===== config.mk =====
export PLATFORM = sky130hd
export DESIGN_NAME = cpbc_prefetch
export DESIGN_NICKNAME = d
export VERILOG_FILES = /design/src/hw/cpbc_pkg.sv /design/src/hw/cpbc_prefetch.sv
export SDC_FILE = /design/constraint.sdc
export NUM_CORES = 1
export LEC_CHECK = 0
export BUFFER_PORTS_ARGS = -buffer_cell sky130_fd_sc_hd__buf_2
export CORE_AREA = 2 2 160 279
export CTS_CLUSTER_SIZE = 10
export DETAILED_ROUTE_END_ITERATION = 16
export DIE_AREA = 0 0 162 281
export PLACE_DENSITY = 0.8
export SYNTH_ARGS = -nofsm -noshare
export SYNTH_HDL_FRONTEND = slang
export SYNTH_SLANG_ARGS = --single-unit
export TNS_END_PERCENT = 30

===== constraint.sdc =====
create_clock -name clk_i -period 4.56 [get_ports clk_i]
set_input_delay 0.456 -clock clk_i [delete_from_list [all_inputs] [get_ports clk_i]]
set_output_delay 0.456 -clock clk_i [all_outputs]
set_load 0.02 [all_outputs]

===== src/hw/cpbc_pkg.sv =====
// Purpose : shared constants and carriers of the code prefetch and branch cache
// Assumes : one 20 MHz clock, active-low asynchronous reset
// Notes   : the sizes, the PC, wait-state and ahead reset values and the machine cycle length of the block live here
package cpbc_pkg;

  // ==========================================================
  // sizes and reset values
  localparam int          QUEUE_BYTES  = 4;
  localparam int          CACHE_WAYS   = 4;
  localparam int          LINE_BYTES   = 4;
  localparam int          MCYCLE_CLKS  = 4;
  localparam int          FIFO_DEPTH   = 8;
  localparam logic [15:0] PC_RESET     = 16'h0000;
  localparam logic [2:0]  WS_RESET     = 3'h0;
  localparam logic [2:0]  AHEAD_RESET  = 3'h0;
  localparam logic [1:0]  MCYCLE_LAST  = 2'(MCYCLE_CLKS - 1);
  localparam logic [1:0]  LRU_OLDEST   = 2'(CACHE_WAYS - 1);

  // ==========================================================
  // carriers
  typedef struct packed {
    logic       prefetch_en;
    logic       separate_data_ws;
    logic [2:0] data_ws;
    logic [2:0] code_ws;
  } cpbc_bus_timing_t;

  typedef struct packed {
    logic        branch;
    logic [15:0] dest;
    logic        take;
    logic        take_two;
  } cpbc_exec_req_t;

  typedef struct packed {
    logic [2:0] count;
    logic [7:0] byte1;
    logic [7:0] byte0;
  } cpbc_instr_t;

  // one memory word reordered so the byte at the fetch address comes first
  typedef struct packed {
    logic       two;
    logic [7:0] second;
    logic [7:0] first;
  } cpbc_word_t;

endpackage : cpbc_pkg


===== src/hw/cpbc_prefetch.sv =====
// Purpose : instruction fetch front end with prefetch queue and branch cache
// Assumes : program memory answers on the same clock; exec unit on the same clock
// Notes   : a word FIFO sits between the memory bus and the prefetch queue
//
// Functional notes
// RULE1: prefetch one word per idle bus period
// RULE2: fetching runs independent of execution timing
// RULE3: only fetch words whose bytes are used
// RULE4: at most four bytes held ahead
// RULE5: branch flushes queue, reloads from destination
// RULE6: four entries, destination compared in parallel
// RULE7: each entry holds four bytes at destination
// RULE8: hit moves four bytes in one transfer
// RULE9: queue and cache enabled after reset
// RULE10: firmware may disable prefetch and cache
// RULE11: configurable wait states per memory access
// RULE12: firmware sets four states at 40 MHz
// RULE13: firmware sets five states at 3.3 V
// RULE14: machine cycle four clocks, fetch hidden
// RULE15: data uses code wait states unless separate
// RULE16: classic cycle counts at one third clocks
// RULE17: two-byte instruction handed over in one cycle
// RULE18: sixteen-bit program counter drives fetching
// RULE19: reset clears program counter to zero
// RULE20: miss allocates least recently used entry
// RULE21: disabled means on-demand bytes, cache invalid
`timescale 1ns/1ps

// ==========================================================
// word FIFO with flush
module cpbc_fifo #(
  parameter int WIDTH = 17,
  parameter int DEPTH = 8
) (
  input  wire logic             clk_i,
  input  wire logic             rstn_i,
  input  wire logic             flush_i,
  input  wire logic             in_valid_i,
  output      logic             in_ready_o,
  input  wire logic [WIDTH-1:0] in_data_i,
  output      logic             out_valid_o,
  input  wire logic             out_ready_i,
  output      logic [WIDTH-1:0] out_data_o
);
  localparam int AW = $clog2(DEPTH);

  initial begin
    if (DEPTH < 2 || (DEPTH & (DEPTH - 1)) != 0) begin
      $error("cpbc_fifo depth must be a power of two, at least 2");
    end
  end

  logic [WIDTH-1:0] mem [DEPTH];
  logic [AW:0]      wr_ptr;
  logic [AW:0]      rd_ptr;
  logic             do_wr;
  logic             do_rd;

  assign in_ready_o  = (wr_ptr - rd_ptr) != (AW+1)'(DEPTH);
  assign out_valid_o = wr_ptr != rd_ptr;
  assign out_data_o  = mem[rd_ptr[AW-1:0]];
  assign do_wr       = in_valid_i && in_ready_o && !flush_i;
  assign do_rd       = out_valid_o && out_ready_i && !flush_i;

  always_ff @(posedge clk_i or negedge rstn_i) begin
    if (!rstn_i) begin
      wr_ptr <= '0;
    end else if (flush_i) begin
      wr_ptr <= '0;
    end else if (do_wr) begin
      wr_ptr <= wr_ptr + 1'b1;
    end
  end

  always_ff @(posedge clk_i or negedge rstn_i) begin
    if (!rstn_i) begin
      rd_ptr <= '0;
    end else if (flush_i) begin
      rd_ptr <= '0;
    end else if (do_rd) begin
      rd_ptr <= rd_ptr + 1'b1;
    end
  end

  always_ff @(posedge clk_i) begin
    if (do_wr) begin
      mem[wr_ptr[AW-1:0]] <= in_data_i;
    end
  end
endmodule : cpbc_fifo

// ==========================================================
// fetch front end
module cpbc_prefetch #(
  parameter int FIFO_DEPTH = cpbc_pkg::FIFO_DEPTH
) (
  input  wire logic                       clk_i,
  input  wire logic                       rstn_i,
  input  wire cpbc_pkg::cpbc_bus_timing_t bus_timing_control_reg_i,
  input  wire cpbc_pkg::cpbc_exec_req_t   exec_req_i,
  output      cpbc_pkg::cpbc_instr_t      instr_o,
  output      logic [15:0]                program_counter_o,
  output      logic                       mcycle_o,
  output      logic [2:0]                 data_wait_states_o,
  output      logic                       mem_rd_o,
  output      logic [15:0]                mem_addr_o,
  input  wire logic [15:0]                mem_rdata_i
);
  localparam int WW = $bits(cpbc_pkg::cpbc_word_t);

  initial begin
    if (FIFO_DEPTH < 2) begin
      $error("cpbc_prefetch needs a FIFO of at least two words");
    end
  end

  typedef enum logic [0:0] {FS_IDLE, FS_WAIT} cpbc_fstate_t;

  // ==========================================================
  // state
  cpbc_fstate_t        fstate;
  logic [2:0]          ws_cnt;
  logic [15:0]         fetch_pc;
  logic                fetch_odd;
  logic                fetch_two;
  logic                discard;
  logic                push_valid;
  cpbc_pkg::cpbc_word_t push_word;
  logic [2:0]          ahead;
  logic [7:0]          q [cpbc_pkg::QUEUE_BYTES];
  logic [2:0]          q_cnt;
  logic [15:0]         tag    [cpbc_pkg::CACHE_WAYS];
  logic [7:0]          line   [cpbc_pkg::CACHE_WAYS][cpbc_pkg::LINE_BYTES];
  logic                valid  [cpbc_pkg::CACHE_WAYS];
  logic [1:0]          age    [cpbc_pkg::CACHE_WAYS];
  logic                fill_on;
  logic [1:0]          fill_way;
  logic [2:0]          fill_cnt;
  logic [1:0]          mc_cnt;

  // ==========================================================
  // combinational decode
  logic                 enable;
  logic                 branch;
  logic                 hit;
  logic [1:0]           hit_way;
  logic [1:0]           lru_way;
  logic [2:0]           take_n;
  logic [2:0]           issue_n;
  logic                 issue;
  logic                 done;
  logic                 fifo_in_ready;
  logic                 fifo_out_valid;
  logic                 fifo_out_ready;
  cpbc_pkg::cpbc_word_t fifo_out;
  logic [2:0]           word_n;
  logic [2:0]           after_pop;
  logic [2:0]           next_q_cnt;
  logic [7:0]           next_q [cpbc_pkg::QUEUE_BYTES];

  function automatic logic [2:0] byte_count(input logic two);
    byte_count = two ? 3'h2 : 3'h1;
  endfunction : byte_count

  // RULE9 no disabled state held from reset
  // RULE10 firmware enable bit
  assign enable = bus_timing_control_reg_i.prefetch_en;
  assign branch = exec_req_i.branch;
  assign done   = (fstate == FS_WAIT) && (ws_cnt == 3'h0);

  // RULE6 parallel tag compare
  always_comb begin
    hit     = 1'b0;
    hit_way = 2'h0;
    lru_way = 2'h0;
    for (int w = 0; w < cpbc_pkg::CACHE_WAYS; w++) begin
      if (enable && valid[w] && tag[w] == exec_req_i.dest) begin
        hit     = 1'b1;
        hit_way = 2'(w);
      end
      if (age[w] == cpbc_pkg::LRU_OLDEST) begin
        lru_way = 2'(w);
      end
    end
  end

  // refused take: more bytes than the queue holds, or a branch the same cycle
  assign take_n = (exec_req_i.take && !branch &&
                   byte_count(exec_req_i.take_two) <= q_cnt) ?
                  byte_count(exec_req_i.take_two) : 3'h0;

  // RULE3 odd or disabled fetch keeps one byte only
  assign issue_n = (enable && !fetch_pc[0]) ? 3'h2 : 3'h1;
  // RULE4 limit bytes ahead
  // RULE21 disabled fetches only when nothing is ahead
  // RULE1 fetch during idle bus
  assign issue = (fstate == FS_IDLE) && !branch && fifo_in_ready &&
                 (enable ? (ahead + issue_n <= 3'(cpbc_pkg::QUEUE_BYTES))
                         : (ahead == 3'h0));

  // RULE17 pop up to two bytes and refill in the same cycle
  assign word_n         = byte_count(fifo_out.two);
  assign after_pop      = q_cnt - take_n;
  assign fifo_out_ready = !branch && (after_pop + word_n <= 3'(cpbc_pkg::QUEUE_BYTES));

  always_comb begin
    next_q_cnt = after_pop;
    for (int i = 0; i < cpbc_pkg::QUEUE_BYTES; i++) begin
      next_q[i] = (3'(i) + take_n < 3'(cpbc_pkg::QUEUE_BYTES)) ? q[i + int'(take_n)] : 8'h00;
    end
    if (fifo_out_valid && fifo_out_ready) begin
      next_q[after_pop[1:0]] = fifo_out.first;
      if (fifo_out.two) begin
        next_q[2'(after_pop + 3'h1)] = fifo_out.second;
      end
      next_q_cnt = after_pop + word_n;
    end
  end

  // RULE2 memory words decouple through the FIFO
  cpbc_fifo #(
    .WIDTH (WW),
    .DEPTH (FIFO_DEPTH)
  ) u_fifo (
    .clk_i       (clk_i),
    .rstn_i      (rstn_i),
    .flush_i     (branch),
    .in_valid_i  (push_valid),
    .in_ready_o  (fifo_in_ready),
    .in_data_i   (push_word),
    .out_valid_o (fifo_out_valid),
    .out_ready_i (fifo_out_ready),
    .out_data_o  (fifo_out)
  );

  // ==========================================================
  // memory access sequencer
  // RULE11 wait states counted per access
  always_ff @(posedge clk_i or negedge rstn_i) begin
    if (!rstn_i) begin
      fstate     <= FS_IDLE;
      ws_cnt     <= cpbc_pkg::WS_RESET;
      mem_rd_o   <= 1'b0;
      mem_addr_o <= cpbc_pkg::PC_RESET;
      fetch_odd  <= 1'b0;
      fetch_two  <= 1'b0;
    end else if (issue) begin
      fstate     <= FS_WAIT;
      ws_cnt     <= bus_timing_control_reg_i.code_ws;
      mem_rd_o   <= 1'b1;
      mem_addr_o <= {fetch_pc[15:1], 1'b0};
      fetch_odd  <= fetch_pc[0];
      fetch_two  <= issue_n == 3'h2;
    end else if (done) begin
      fstate   <= FS_IDLE;
      mem_rd_o <= 1'b0;
    end else if (fstate == FS_WAIT) begin
      ws_cnt <= ws_cnt - 3'h1;
    end
  end

  // a bus access in flight cannot be cut short, so its word is dropped
  always_ff @(posedge clk_i or negedge rstn_i) begin
    if (!rstn_i) begin
      discard <= 1'b0;
    end else if (branch && fstate == FS_WAIT && !done) begin
      discard <= 1'b1;
    end else if (done) begin
      discard <= 1'b0;
    end
  end

  always_ff @(posedge clk_i or negedge rstn_i) begin
    if (!rstn_i) begin
      push_valid <= 1'b0;
      push_word  <= '0;
    end else begin
      push_valid       <= done && !discard && !branch;
      push_word.two    <= fetch_two;
      push_word.first  <= fetch_odd ? mem_rdata_i[15:8] : mem_rdata_i[7:0];
      push_word.second <= mem_rdata_i[15:8];
    end
  end

  // RULE18 fetch address counter
  // RULE5 reload from destination
  // RULE19 reset to zero
  always_ff @(posedge clk_i or negedge rstn_i) begin
    if (!rstn_i) begin
      fetch_pc <= cpbc_pkg::PC_RESET;
    end else if (branch) begin
      fetch_pc <= hit ? exec_req_i.dest + 16'(cpbc_pkg::LINE_BYTES) : exec_req_i.dest;
    end else if (issue) begin
      fetch_pc <= fetch_pc + 16'(issue_n);
    end
  end

  // bytes in queue, FIFO and in flight
  always_ff @(posedge clk_i or negedge rstn_i) begin
    if (!rstn_i) begin
      ahead <= cpbc_pkg::AHEAD_RESET;
    end else if (branch) begin
      ahead <= hit ? 3'(cpbc_pkg::LINE_BYTES) : 3'h0;
    end else begin
      ahead <= ahead + (issue ? issue_n : 3'h0) - take_n;
    end
  end

  // ==========================================================
  // prefetch queue
  // RULE5 flush and reload
  // RULE8 whole line in one transfer
  always_ff @(posedge clk_i or negedge rstn_i) begin
    if (!rstn_i) begin
      q_cnt <= 3'h0;
      for (int i = 0; i < cpbc_pkg::QUEUE_BYTES; i++) begin
        q[i] <= 8'h00;
      end
    end else if (branch) begin
      q_cnt <= hit ? 3'(cpbc_pkg::LINE_BYTES) : 3'h0;
      for (int i = 0; i < cpbc_pkg::QUEUE_BYTES; i++) begin
        q[i] <= line[hit_way][i];
      end
    end else begin
      q_cnt <= next_q_cnt;
      q     <= next_q;
    end
  end

  // ==========================================================
  // branch cache
  // RULE7 line fill from queue arrivals
  // RULE20 miss allocates oldest way
  // RULE21 disabled invalidates all ways
  always_ff @(posedge clk_i or negedge rstn_i) begin
    if (!rstn_i) begin
      fill_on  <= 1'b0;
      fill_way <= 2'h0;
      fill_cnt <= 3'h0;
      for (int w = 0; w < cpbc_pkg::CACHE_WAYS; w++) begin
        valid[w] <= 1'b0;
        tag[w]   <= cpbc_pkg::PC_RESET;
        age[w]   <= 2'(w);
        for (int b = 0; b < cpbc_pkg::LINE_BYTES; b++) begin
          line[w][b] <= 8'h00;
        end
      end
    end else if (!enable) begin
      fill_on <= 1'b0;
      for (int w = 0; w < cpbc_pkg::CACHE_WAYS; w++) begin
        valid[w] <= 1'b0;
      end
    end else if (branch) begin
      for (int w = 0; w < cpbc_pkg::CACHE_WAYS; w++) begin
        if (age[w] < age[hit ? hit_way : lru_way]) begin
          age[w] <= age[w] + 2'h1;
        end
      end
      age[hit ? hit_way : lru_way] <= 2'h0;
      fill_on <= !hit;
      if (!hit) begin
        fill_way       <= lru_way;
        fill_cnt       <= 3'h0;
        tag[lru_way]   <= exec_req_i.dest;
        valid[lru_way] <= 1'b0;
      end
    end else if (fill_on && fifo_out_valid && fifo_out_ready) begin
      line[fill_way][fill_cnt[1:0]] <= fifo_out.first;
      if (fifo_out.two && fill_cnt < 3'(cpbc_pkg::LINE_BYTES - 1)) begin
        line[fill_way][2'(fill_cnt + 3'h1)] <= fifo_out.second;
      end
      if (fill_cnt + word_n >= 3'(cpbc_pkg::LINE_BYTES)) begin
        fill_on         <= 1'b0;
        valid[fill_way] <= 1'b1;
      end
      fill_cnt <= fill_cnt + word_n;
    end
  end

  // ==========================================================
  // execution side
  // RULE18 next instruction address
  // RULE19 reset vector at zero
  always_ff @(posedge clk_i or negedge rstn_i) begin
    if (!rstn_i) begin
      program_counter_o <= cpbc_pkg::PC_RESET;
    end else if (branch) begin
      program_counter_o <= exec_req_i.dest;
    end else begin
      program_counter_o <= program_counter_o + 16'(take_n);
    end
  end

  // RULE17 head two bytes offered together
  always_ff @(posedge clk_i or negedge rstn_i) begin
    if (!rstn_i) begin
      instr_o <= '0;
    end else if (branch) begin
      instr_o.count <= hit ? 3'(cpbc_pkg::LINE_BYTES) : 3'h0;
      instr_o.byte0 <= hit ? line[hit_way][0] : 8'h00;
      instr_o.byte1 <= hit ? line[hit_way][1] : 8'h00;
    end else begin
      instr_o.count <= next_q_cnt;
      instr_o.byte0 <= next_q[0];
      instr_o.byte1 <= next_q[1];
    end
  end

  // RULE14 four-clock machine cycle
  // RULE16 exec unit steps on this pulse
  always_ff @(posedge clk_i or negedge rstn_i) begin
    if (!rstn_i) begin
      mc_cnt   <= 2'h0;
      mcycle_o <= 1'b0;
    end else begin
      mc_cnt   <= mc_cnt + 2'h1;
      mcycle_o <= mc_cnt == cpbc_pkg::MCYCLE_LAST;
    end
  end

  // RULE15 data wait states follow code unless separate
  always_ff @(posedge clk_i or negedge rstn_i) begin
    if (!rstn_i) begin
      data_wait_states_o <= cpbc_pkg::WS_RESET;
    end else begin
      data_wait_states_o <= bus_timing_control_reg_i.separate_data_ws ?
                            bus_timing_control_reg_i.data_ws :
                            bus_timing_control_reg_i.code_ws;
    end
  end
endmodule : cpbc_prefetch


## Word-level counts from Yosys, hierarchy flattened

Memory sizes are Yosys's and may differ from the RTL's.
Cells that the tools add are included.
Widths: inputs -> output; s select.

| word-level totals | value |
|---|---|
| bits in registers | 353 |
| bits in writable memories | 136 |
| bits of input ports | 45 |
| output and inout port bits | 56 |
| memories | 1 |

Memory list:

| name | words | width | read ports | clocked after memory_dff | write ports | line | source |
|---|---|---|---|---|---|---|---|
| u_fifo.mem | 8 | 17 | 1 | 0 | 1 | cpbc_prefetch.sv:53 | `logic [WIDTH-1:0] mem [DEPTH];` |

| operators by class | value |
|---|---|
| add/subtract/negate cells | 26 |
| order comparisons | 32 |
| equality and inequality tests | 16 |
| muxes and demuxes | 117 |
| bitwise logic cells | 20 |
| reductions and logical operators | 55 |

Operator list:

| cell | count |
|---|---|
| $bwmux 128 | 2 |
| $mux 32 | 7 |
| $mux 8 | 19 |
| $demux 32 s2 | 2 |
| $ge 32x3->1 const B | 4 |
| $mux 128 | 1 |
| $not 3->32 | 3 |
| $mux 16 | 5 |
| $bmux 32 s2 | 1 |
| $bmux 8 s2 | 4 |
| $bwmux 32 | 2 |
| $bwmux 64 | 1 |
| $demux 8 s2 | 4 |
| $eq 16x16->1 | 4 |
| $mux 2 | 25 |
| $mux 4 | 9 |
| $logic_and 1x1->1 | 34 |
| $mux 3 | 11 |
| $add 16x2->16 | 2 |
| $demux 16 s2 | 1 |
| $not 2->32 | 1 |
| $ge 3x3->1 const B | 9 |
| $not 2->3 | 8 |
| $lt 3x1->1 const B | 7 |
| 37 further kinds | 100 |

## Logic depth before layout (Yosys ltp)

Gate-level depths: netlist (run 1).

| logic depth | value |
|---|---|
| depth in word-level cells | 16 |
| gate-level depth with buffers | 23 |
| depth with buffers taken out | 20 |

## Hierarchy

A second synthesis (run 1) with hierarchy kept.

| unflattened totals | value |
|---|---|
| cell total of the unflattened synthesis | 2,160 |
| area total of the unflattened synthesis | 24,145.7 um^2 |

By module, submodules not included:

| module | instances | cells each | area each (um^2) | sequential area each (um^2) |
|---|---|---|---|---|
| cpbc_prefetch | 1 | 1,857 | 18,436.4 | 8,563.2 |
| cpbc_fifo | 1 | 303 | 5,709.2 | 4,284.1 |

## Least setup slack after synthesis (run 1)

No wires, ideal clock.

| timing | value |
|---|---|
| path kind | flip-flop to flip-flop |
| start point | register instr_o[17] (netlist name) |
| end point | register line[58] (netlist bit) |
| data arrival time | 4.677 ns |
| required time | 4.432 ns |
| path slack | -0.245 ns |
| cell stages (with the launch flop) | 20 |
| path buffers | 1 |
| clock period less this slack | 4.805 ns |
| cells stage by stage | dfrtp_1 > inv_1 > ha_1 > nor2b_1 > o21ai_0 > nand3_1 > inv_1 > nand2_1 > inv_2 > buf_2 > ha_1 > fa_1 > fa_1 > nand2b_1 > a21o_1 > nor2_1 > nand3_1 > nor3_1 > nand2_1 > mux2_1 |

RTL lines:

| item | line | source |
|---|---|---|
| to (signal, indexed assignment) | cpbc_prefetch.sv:368 | `line[fill_way][fill_cnt[1:0]] <= fifo_out.first;` |
| to (signal, indexed assignment) | cpbc_prefetch.sv:370 | `line[fill_way][2'(fill_cnt + 3'h1)] <= fifo_out.second;` |
| to (decl) | cpbc_prefetch.sv:133 | `logic [7:0] line [cpbc_pkg::CACHE_WAYS][cpbc_pkg::LINE_BYTES];` |

==> impl_results.html, run 1 <==
<table>
<tr><th>Metric</th><th>Value</th></tr>
<tr><th colspan="2">Drt</th></tr>
<tr><td>Vias</td><td>roughly 19000</td></tr>
<tr><td>DR DRC count</td><td>0</td></tr>
<tr><td>Wire length after detailed routing</td><td>69.7 mm</td></tr>
<tr><td>Router iterations before antenna repair</td><td>6</td></tr>
<tr><td>Average wire per cell in the routed design</td><td>24.1 microns</td></tr>
<tr><td>Via density per instance</td><td>6.47</td></tr>
<tr><td>Number of nets with antenna violations after routing</td><td>0</td></tr>
<tr><td>Initial drt markers</td><td>1811</td></tr>
<tr><th colspan="2">Setup path</th></tr>
<tr><td>Slowest-stage cell, CP</td><td>sky130_fd_sc_hd__fa_1</td></tr>
<tr><td>Arr. time, crit path</td><td>4.69 ns</td></tr>
<tr><td>Maximum single-stage delay on the critical path</td><td>0.46 ns</td></tr>
<tr><td>Kind of critical path</td><td>reg -&gt; reg</td></tr>
<tr><td>Maximum fanout encountered on the critical timing path</td><td>8</td></tr>
<tr><td>Launching element type of the critical path</td><td>flop</td></tr>
<tr><td>Number of buffer and inverter stages on the critical path</td><td>4</td></tr>
<tr><td>Minimum setup slack among reg-to-reg paths</td><td>0.37 ns</td></tr>
<tr><td>Worst setup path start</td><td>instr_o[17]$_DFF_PN0_</td></tr>
<tr><td>Worst path required time</td><td>5.06 ns</td></tr>
<tr><td>Critical Path, Cell by Cell</td><td>inv_1 &gt; ha_1 &gt; nor2b_1 &gt; o21ai_0 &gt; nand3_1 &gt; inv_1 &gt; nand2_1 &gt; inv_2 &gt; ha_1 &gt; fa_1 &gt; fa_1 &gt; xnor2_1 &gt; a21o_1 &gt; nor2_1 &gt; nand3_1 &gt; nor3_2 &gt; buf_4 &gt; nand2_1 &gt; mux2_2</td></tr>
<tr><td>Critical path's top delay family</td><td>adder cells</td></tr>
<tr><td>Launch instance of the worst register-to-register path</td><td>instr_o[17]$_DFF_PN0_</td></tr>
<tr><td>Worst Setup End Kind</td><td>flop</td></tr>
<tr><th colspan="2">Placed design</th></tr>
<tr><td>Port bufs</td><td>99</td></tr>
<tr><td>Routability cong.</td><td>around 1</td></tr>
<tr><td>Placed standard-cell area</td><td>approximately 25000 sq um</td></tr>
<tr><td>HPWL after detailed placement</td><td>45.8 mm</td></tr>
<tr><td>Placed cell count</td><td>roughly 2800</td></tr>
<tr><th colspan="2">Yosys</th></tr>
<tr><td>Distinct cells, synth</td><td>89</td></tr>
<tr><td>Area fraction in compound gates after synthesis</td><td>12.8%</td></tr>
<tr><td>Post-Syn Instances</td><td>2190</td></tr>
<tr><td>YS warnings</td><td>0</td></tr>
<tr><td>Adder-cell share of the synthesized area</td><td>2.18%</td></tr>
<tr><td>Simple-gate share of the synthesized area</td><td>between 10% and 20%</td></tr>
<tr><td>EDFF count, synth</td><td>136</td></tr>
<tr><td>Largest family of logic cells by synthesized area</td><td>simple AND/OR/NAND/NOR gates</td></tr>
<tr><td>Most area-consuming cells after synthesis</td><td>sky130_fd_sc_hd__dfrtp_1, sky130_fd_sc_hd__edfxtp_1, sky130_fd_sc_hd__mux4_2, sky130_fd_sc_hd__nand2_1, sky130_fd_sc_hd__mux2_2</td></tr>
<tr><td>Mux share of post-synthesis cell area</td><td>10.7%</td></tr>
<tr><td>Post-synthesis xor/xnor area fraction</td><td>4.17%</td></tr>
<tr><td>Fraction of registers with async set or reset after synthesis</td><td>72.0%</td></tr>
<tr><td>Yosys top cell by area</td><td>sky130_fd_sc_hd__dfrtp_1</td></tr>
<tr><td>Count of state elements after synthesis</td><td>486</td></tr>
<tr><td>Sequential fraction of the synthesis area</td><td>53.7%</td></tr>
<tr><td>Syn_nets</td><td>2272</td></tr>
<tr><td>Post-synthesis average cell area</td><td>about 11 sq um</td></tr>
<tr><td>Prevailing post-synth register cell</td><td>sky130_fd_sc_hd__dfrtp_1</td></tr>
<tr><td>Cell types with the highest counts after synthesis</td><td>sky130_fd_sc_hd__dfrtp_1, sky130_fd_sc_hd__nand2_1, sky130_fd_sc_hd__nor2_1</td></tr>
<tr><td>Netlist area before placement</td><td>23900 sq um</td></tr>
<tr><td>Fraction of post-synthesis cell area in the top cell type by area</td><td>between 30% and 40%</td></tr>
<tr><td>Cell with the most instances after synthesis</td><td>sky130_fd_sc_hd__dfrtp_1</td></tr>
<tr><th colspan="2">Die</th></tr>
<tr><td>Number of cell rows</td><td>roughly 100</td></tr>
<tr><td>Die outline width</td><td>roughly 160 microns</td></tr>
<tr><td>Die outline height</td><td>281 microns</td></tr>
<tr><td>Number of placed I/O pins</td><td>101</td></tr>
<tr><td>Starting Density</td><td>~55%</td></tr>
<tr><td>Area of the placeable core</td><td>around 43000 sq um</td></tr>
<tr><td>Floorplan die area</td><td>about 46000 sq um</td></tr>
<tr><th colspan="2">Global route</th></tr>
<tr><td>Tot GR Track Use</td><td>30.8%</td></tr>
<tr><td>First-pass GRT wire length</td><td>108 mm</td></tr>
<tr><td>Global route total overflow</td><td>0</td></tr>
<tr><td>Initial antenna violation count</td><td>0</td></tr>
<tr><td>Pin count of the biggest net entering global routing</td><td>103</td></tr>
<tr><td>Via count of the first global-routing pass</td><td>19273</td></tr>
<tr><th colspan="2">Timing</th></tr>
<tr><td>Max-slew violation total from the final report</td><td>0</td></tr>
<tr><td>Time the final worst path needs with I/O delays and setup</td><td>4.19 ns</td></tr>
<tr><td>Total setup violations reported at the end of the flow</td><td>0</td></tr>
<tr><td>Clk_skew</td><td>approximately 0.072 ns</td></tr>
<tr><td>Portion of the clock cycle consumed by the worst path in the final layout</td><td>91.8%</td></tr>
<tr><td>Unrepaired setup endpoints after global routing</td><td>false</td></tr>
<tr><td>Final hold violation count</td><td>0</td></tr>
<tr><td>Maximum clock frequency</td><td>around 0.24 GHz</td></tr>
<tr><td>Tightest slew margin relative to the limit</td><td>22.8%</td></tr>
<tr><td>Transition time at the pin with the least slew margin</td><td>1.15 ns</td></tr>
<tr><th colspan="2">Worst hold path</th></tr>
<tr><td>Min-Delay Path Class</td><td>in -&gt; reg</td></tr>
<tr><td>Hold wc startpoint</td><td>bus_timing_control_reg_i[2]</td></tr>
<tr><th colspan="2">CTS</th></tr>
<tr><td>TritonCTS clock tree</td><td>yes</td></tr>
<tr><td>Clock network latency to the later pin of the worst-skew pair</td><td>0.62 ns</td></tr>
<tr><td>Inserted Clock Buffers</td><td>54</td></tr>
<tr><td>Clock transition at the registers of the reported paths</td><td>~0.060 ns</td></tr>
<tr><td>Largest buffer count on any clock path</td><td>3</td></tr>
<tr><td>Number of buffers inserted to repair setup after CTS</td><td>0</td></tr>
<tr><td>H-Tree Depth</td><td>2</td></tr>
<tr><td>Clk root buf</td><td>sky130_fd_sc_hd__clkbuf_16</td></tr>
<tr><td>Clock tree sinks</td><td>486</td></tr>
<tr><th colspan="2">Layout</th></tr>
<tr><td>Count of placed standard cells in the final layout, fillers left out</td><td>2888</td></tr>
<tr><td>Layout-stage area growth over the synthesis result</td><td>12.2%</td></tr>
<tr><td>Net count of the finished layout</td><td>2378</td></tr>
<tr><td>Utilization of the core after routing</td><td>a little over 60%</td></tr>
<tr><td>Final standard cell area without fillers</td><td>26900 sq um</td></tr>
<tr><td>Count of inserted antenna diode cells</td><td>0</td></tr>
<tr><td>Fraction of final layout cells with drive strength greater than 1</td><td>19.0%</td></tr>
<tr><td>Area taken by multi-input logic gates</td><td>between 10000 and 15000 sq um</td></tr>
<tr><td>Filler Cells Inserted</td><td>3322</td></tr>
<tr><td>Sequential Area</td><td>12800 sq um</td></tr>
<tr><th colspan="2">Run status</th></tr>
<tr><td>Result of the run</td><td>finished, final reports clean</td></tr>
<tr><th colspan="2">Power</th></tr>
<tr><td>Pwr Density</td><td>531 nW/um^2</td></tr>
<tr><td>Maximum ir drop on the vdd rail</td><td>around 0.42 mV</td></tr>
<tr><td>Static leakage power</td><td>11.3 nW</td></tr>
<tr><th colspan="2">Run</th></tr>
<tr><td>Max Cap Violations</td><td>0</td></tr>
</table>
==> report_power, final <==
part	internal, mW	leakage, nW	switching (mW)
clock	2.17	0.723	1.71
combinational	1.79	4.81	2.63
sequential	5.30	5.78	0.659
total	9.26	11.3	4.99
==> registers in the layout, indices dropped and copies added, names as in the netlist, 15 cells and up <==
register           cells
fetch_pc              16
instr_o               19
line                 128
mem_addr_o            15
program_counter_o     16
push_word             17
q                     32
tag                   64
u_fifo.mem           136
==> per-layer routing <==
metal / vias up / track usage (%) / share of wire (%)
met5: - / 0 / 0
met4: 0 / 21.6 / 8.2
met3: 389 / 4.60 / 7.2
met2: 1002 / 53.2 / 50
met1: 9161 / 35.0 / 34
li1: 8132 / - / -
==> cells in the final DEF (no fill, tap or decap), types with 9 or more instances in the layout <==
cell type and count:
sky130_fd_sc_hd__clkbuf_1 25, sky130_fd_sc_hd__nand2_1 261, sky130_fd_sc_hd__a221oi_1 10, sky130_fd_sc_hd__buf_2 97, sky130_fd_sc_hd__o22ai_1 130, sky130_fd_sc_hd__a31o_2 9, sky130_fd_sc_hd__o31ai_1 9, sky130_fd_sc_hd__or2_2 11
sky130_fd_sc_hd__buf_4 74, sky130_fd_sc_hd__mux4_2 48, sky130_fd_sc_hd__mux2_1 10, sky130_fd_sc_hd__clkbuf_16 54, sky130_fd_sc_hd__edfxtp_1 136, sky130_fd_sc_hd__nand3_1 53, sky130_fd_sc_hd__dfrtp_1 345, sky130_fd_sc_hd__mux2_4 10
sky130_fd_sc_hd__nor3_1 23, sky130_fd_sc_hd__a22oi_1 17, sky130_fd_sc_hd__o211ai_1 11, sky130_fd_sc_hd__o21ai_0 70, sky130_fd_sc_hd__dlygate4sd3_1 9, sky130_fd_sc_hd__and3_1 24, sky130_fd_sc_hd__a21oi_1 164, sky130_fd_sc_hd__nor4_1 16
sky130_fd_sc_hd__xnor2_1 41, sky130_fd_sc_hd__nand4_1 9, sky130_fd_sc_hd__nor2_1 210, sky130_fd_sc_hd__and2_1 21, sky130_fd_sc_hd__xor2_1 73, sky130_fd_sc_hd__a31oi_1 19, sky130_fd_sc_hd__nor2b_1 11, sky130_fd_sc_hd__ha_1 29
sky130_fd_sc_hd__mux2_2 87, sky130_fd_sc_hd__mux2i_1 22, sky130_fd_sc_hd__a211oi_1 10, sky130_fd_sc_hd__inv_1 40
==> stage by stage <==
step	hold slack (ns)	total power, mW	setup slack [ns]	setup TNS, ns
2_1_floorplan	0.160	8.86	-0.0249	-2.40
3_3_place_gp	0.365	10.1	0.271	0
3_5_place_dp	0.376	10.3	0.158	0
4_1_cts	0.0655	14.2	0.271	0
5_1_grt	0.0897	14.9	0.0133	0
6_report	0.0769	14.3	0.373	0
==> area by class of cell <==
type / count / share of cell area, %
Clock inverter: 3 / 0.247
Sequential cell: 486 / 47.8
Tap cell: 566 / 2.64
Timing Repair Buffer: 185 / 4.56
Inverter: 43 / 0.601
Clock buffer: 79 / 5.38
Multi-Input combinational cell: 1526 / 38.7
==> cell families after synthesis <==
group / after synthesis
compound gates: 498
xor+xnor: 114
fa+ha+maj: 37
buf+inv: 178
flops: 486
mux: 178
other cells: 1
simple gates: 698
==> final timing paths <==
| kind | cells past startpoint | end |
|---|---|---|
| setup / recovery | 19 | line[30]$_DFFE_PN0P_ |
| hold / removal | 3 | ws_cnt[2]$_DFFE_PN0P_ |
| setup reg to reg | 19 | line[30]$_DFFE_PN0P_ |
| hold reg to reg | 0 | push_word[16]$_DFF_PN0_ |
| max in group asynchronous | 3 | age[3]$_DFFE_PN1P_ |
| min in group asynchronous | 2 | line[88]$_DFFE_PN0P_ |
==> what timing repair did <==
action                                 CTS  global route
setup endpoints to repair                0            25
endpoints found under the hold margin   94             0
resized for setup                        0             2
hold buffers                             9             0
==> worst reg2reg max path, delay by kind of cell (launching register included) <==
| kind | cells | cell delay, ns |
|---|---|---|
| compound gates | 2 | 0.35 |
| xor+xnor | 1 | 0.27 |
| fa+ha+maj | 4 | 1.32 |
| buf+inv | 4 | 0.50 |
| flops | 1 | 0.38 |
| mux | 1 | 0.39 |
| simple gates | 7 | 0.85 |
No activity file was read; power rests on OpenSTA's default activity.
==> inputs of run 2 (changes only) <==
Settings changed: PLACE_DENSITY 0.8 to 0.73.
==> impl_results.html, run 2 (synthesis gave the netlist of run 1 again) <==
<table>
<tr><th>Metric</th><th>Value</th></tr>
<tr><th colspan="2">Layout</th></tr>
<tr><td>Max FFs per register</td><td>136</td></tr>
<tr><td>Net count of the finished layout</td><td>~2400</td></tr>
<tr><td>Filler Cells Inserted</td><td>approximately 3500</td></tr>
<tr><td>Fraction of final layout cells with drive strength greater than 1</td><td>19.6%</td></tr>
<tr><td>Count of inserted antenna diode cells</td><td>0</td></tr>
<tr><td>Leading cell types in the layout, fill and taps excluded</td><td>sky130_fd_sc_hd__dfrtp_1, sky130_fd_sc_hd__nand2_1, sky130_fd_sc_hd__nor2_1, sky130_fd_sc_hd__a21oi_1, sky130_fd_sc_hd__edfxtp_1</td></tr>
<tr><td>Layout-stage area growth over the synthesis result</td><td>12.5%</td></tr>
<tr><td>Utilization of the core after routing</td><td>62.4%</td></tr>
<tr><td>Leading cell type in the layout, fill and taps excluded</td><td>sky130_fd_sc_hd__dfrtp_1</td></tr>
<tr><td>Final standard cell area without fillers</td><td>26900 sq um</td></tr>
<tr><th colspan="2">Global route</th></tr>
<tr><td>Most used routing layer in global routing</td><td>met2</td></tr>
<tr><td>Fraction of met3 tracks used by global routing</td><td>4.47%</td></tr>
<tr><td>Initial antenna violation count</td><td>0</td></tr>
<tr><td>Global route total overflow</td><td>0</td></tr>
<tr><td>Tot GR Track Use</td><td>30.4%</td></tr>
<tr><td>First-pass GRT wire length</td><td>106 mm</td></tr>
<tr><td>Via count of the first global-routing pass</td><td>18905</td></tr>
<tr><td>Met1 layer usage reported by global route</td><td>34.9%</td></tr>
<tr><td>Met2 Usage GRT</td><td>between 50 and 60%</td></tr>
<tr><td>Pin count of the biggest net entering global routing</td><td>103</td></tr>
<tr><th colspan="2">Timing</th></tr>
<tr><td>Max-slew violation total from the final report</td><td>0</td></tr>
<tr><td>Transition time at the pin with the least slew margin</td><td>1.30 ns</td></tr>
<tr><td>Time the final worst path needs with I/O delays and setup</td><td>4.39 ns</td></tr>
<tr><td>Maximum clock frequency</td><td>0.228 GHz</td></tr>
<tr><td>Total setup violations reported at the end of the flow</td><td>0</td></tr>
<tr><td>Tightest slew margin relative to the limit</td><td>13.4%</td></tr>
<tr><td>Final hold violation count</td><td>0</td></tr>
<tr><td>Portion of the clock cycle consumed by the worst path in the final layout</td><td>a little over nine tenths</td></tr>
<tr><td>Clk_skew</td><td>0.0508 ns</td></tr>
<tr><th colspan="2">CTS</th></tr>
<tr><td>Clock transition at the registers of the reported paths</td><td>0.06 ns</td></tr>
<tr><td>Inserted Clock Buffers</td><td>54</td></tr>
<tr><td>TritonCTS clock tree</td><td>yes</td></tr>
<tr><td>Clock tree sinks</td><td>486</td></tr>
<tr><td>Clk root buf</td><td>sky130_fd_sc_hd__clkbuf_16</td></tr>
<tr><td>Largest buffer count on any clock path</td><td>3</td></tr>
<tr><td>H-Tree Depth</td><td>2</td></tr>
<tr><td>Clock network latency to the later pin of the worst-skew pair</td><td>0.63 ns</td></tr>
<tr><th colspan="2">Setup path</th></tr>
<tr><td>Launch instance of the worst register-to-register path</td><td>instr_o[17]$_DFF_PN0_</td></tr>
<tr><td>Maximum fanout encountered on the critical timing path</td><td>9</td></tr>
<tr><td>Number of cells on the worst reg-to-reg path</td><td>19</td></tr>
<tr><td>Launching element type of the critical path</td><td>flop</td></tr>
<tr><td>Kind of critical path</td><td>reg -&gt; reg</td></tr>
<tr><td>End of the worst register-to-register path</td><td>line[24]$_DFFE_PN0P_</td></tr>
<tr><td>Worst Setup End Kind</td><td>flop</td></tr>
<tr><td>Worst path required time</td><td>5.04 ns</td></tr>
<tr><td>Arr. time, crit path</td><td>4.86 ns</td></tr>
<tr><td>Minimum setup slack among reg-to-reg paths</td><td>0.17 ns</td></tr>
<tr><th colspan="2">Run status</th></tr>
<tr><td>Result of the run</td><td>finished, final reports clean</td></tr>
<tr><th colspan="2">Power</th></tr>
<tr><td>Portion of total power attributed to the clock network</td><td>27.5%</td></tr>
<tr><td>Maximum ir drop on the vdd rail</td><td>0.328 mV</td></tr>
<tr><td>Power dissipated by switching net loads</td><td>5.01 mW</td></tr>
<tr><td>Switching Fraction</td><td>35.1%</td></tr>
<tr><td>Sequential fraction of design power</td><td>41.7%</td></tr>
<tr><td>Static leakage power</td><td>between 10 and 15 nW</td></tr>
<tr><td>Int Pwr</td><td>between 9 and 10 mW</td></tr>
<tr><td>Combinational power share</td><td>30.8%</td></tr>
<tr><td>Pwr Density</td><td>529 nW/um^2</td></tr>
<tr><th colspan="2">Placed design</th></tr>
<tr><td>Placed standard-cell area</td><td>25300 sq um</td></tr>
<tr><td>Routability cong.</td><td>0.977</td></tr>
<tr><td>HPWL after detailed placement</td><td>45.9 mm</td></tr>
<tr><td>Port bufs</td><td>99</td></tr>
<tr><th colspan="2">Die</th></tr>
<tr><td>Starting Density</td><td>55.4%</td></tr>
<tr><td>Die outline height</td><td>281 microns</td></tr>
<tr><td>Floorplan die area</td><td>45500 sq um</td></tr>
<tr><td>Number of cell rows</td><td>slightly above 100</td></tr>
<tr><td>Area of the placeable core</td><td>43200 sq um</td></tr>
<tr><td>Die outline width</td><td>162 microns</td></tr>
<tr><td>Number of placed I/O pins</td><td>a little over 100</td></tr>
<tr><th colspan="2">Worst hold path</th></tr>
<tr><td>Number of instances on the worst hold path</td><td>3</td></tr>
<tr><td>End point of the worst hold path</td><td>ws_cnt[2]$_DFFE_PN0P_</td></tr>
<tr><td>Min-Delay Path Class</td><td>in -&gt; reg</td></tr>
<tr><td>Hold wc startpoint</td><td>bus_timing_control_reg_i[2]</td></tr>
<tr><th colspan="2">Drt</th></tr>
<tr><td>DR DRC count</td><td>0</td></tr>
<tr><td>Router iterations before antenna repair</td><td>6</td></tr>
<tr><td>Initial drt markers</td><td>1653</td></tr>
<tr><td>Average wire per cell in the routed design</td><td>23.7 microns</td></tr>
<tr><td>Wire length after detailed routing</td><td>68.4 mm</td></tr>
<tr><td>Number of nets with antenna violations after routing</td><td>0</td></tr>
<tr><td>Vias</td><td>18417</td></tr>
<tr><td>Via density per instance</td><td>6.37</td></tr>
<tr><th colspan="2">Run</th></tr>
<tr><td>Max Cap Violations</td><td>0</td></tr>
</table>
## run 2: through the flow
stage	TNS (ns)	hold slack [ns]	power (mW)	setup slack, ns	cells
floorplan	-2.40	0.160	8.86	-0.0249	2190
global placement	0	0.361	10.1	0.0819	2800
detailed placement	-0.184	0.362	10.3	-0.0337	2800
CTS	0	0.0598	14.2	0.0353	2892
global route	-0.0143	0.0787	14.9	-0.00914	2893
finish	0	0.0885	14.3	0.173	2893
## run 2: metal layers
| metal | up-vias | wire [microns] |
|---|---|---|
| met2 | 947 | 34400 |
| met3 | 314 | 4570 |
| met5 | - | 0 |
| met1 | 9006 | 24100 |
| li1 | 8150 | - |
| met4 | 0 | 5440 |
## run 2: how the worst max path moves through the flow
stage | startpoint | endpoint | slack, ns | cells after the start
after detailed placement | exec_req_i[0] | line[92]$_DFFE_PN0P_ | -0.03 | 18
final | instr_o[17]$_DFF_PN0_ | line[24]$_DFFE_PN0P_ | 0.17 | 19
after global routing | instr_o[17]$_DFF_PN0_ | line[24]$_DFFE_PN0P_ | -0.009 | 19
after CTS | instr_o[17]$_DFF_PN0_ | line[92]$_DFFE_PN0P_ | 0.04 | 18
after floorplan | instr_o[17]$_DFF_PN0_ | line[0]$_DFFE_PN0P_ | -0.02 | 20
after global placement | exec_req_i[0] | line[91]$_DFFE_PN0P_ | 0.08 | 18
## run 2: timing repair
item	in CTS	in global routing
hold buffers	9	0
endpoints found under the hold margin	76	0
gates resized for setup	0	13
endpoints found under the setup margin	0	115
buffers inserted	0	1
## run 2: area by class of cell
type                       instances  area, sq um  share of cell area, %
multi-input combinational       1526        10400                   38.7
clock inverter                     3         70.1                  0.260
inverter                          43          164                  0.608
timing repair buffer             189         1270                   4.71
clock buffer                      80         1460                   5.41
tap                              566          708                   2.63
sequential                       486        12800                   47.7
## run 2: critical path, cell delays in order, from the launching register on
cell and delay [ns]:
sky130_fd_sc_hd__dfrtp_1 0.39, sky130_fd_sc_hd__inv_2 0.10, sky130_fd_sc_hd__ha_1 0.25, sky130_fd_sc_hd__nor2b_1 0.14
sky130_fd_sc_hd__o21ai_0 0.19, sky130_fd_sc_hd__nand3_2 0.18, sky130_fd_sc_hd__inv_4 0.13, sky130_fd_sc_hd__nand2_1 0.09
sky130_fd_sc_hd__inv_2 0.08, sky130_fd_sc_hd__ha_1 0.17, sky130_fd_sc_hd__fa_1 0.46, sky130_fd_sc_hd__fa_1 0.45
sky130_fd_sc_hd__xnor2_1 0.19, sky130_fd_sc_hd__a21o_1 0.21, sky130_fd_sc_hd__nor2_1 0.14, sky130_fd_sc_hd__nand3_1 0.16
sky130_fd_sc_hd__nor3_4 0.26, sky130_fd_sc_hd__buf_4 0.19, sky130_fd_sc_hd__nand2_2 0.13, sky130_fd_sc_hd__mux2_2 0.33
## run 2: power groups by stage
stage | sequential (mW) | clock, mW | combinational, mW
after global routing | 6.02 | 4.14 | 4.75
final | 5.94 | 3.93 | 4.39
after floorplan | 5.94 | 0 | 2.92
after global placement | 5.94 | 0 | 4.17
after CTS | 5.92 | 3.96 | 4.33
after detailed placement | 5.99 | 0 | 4.29
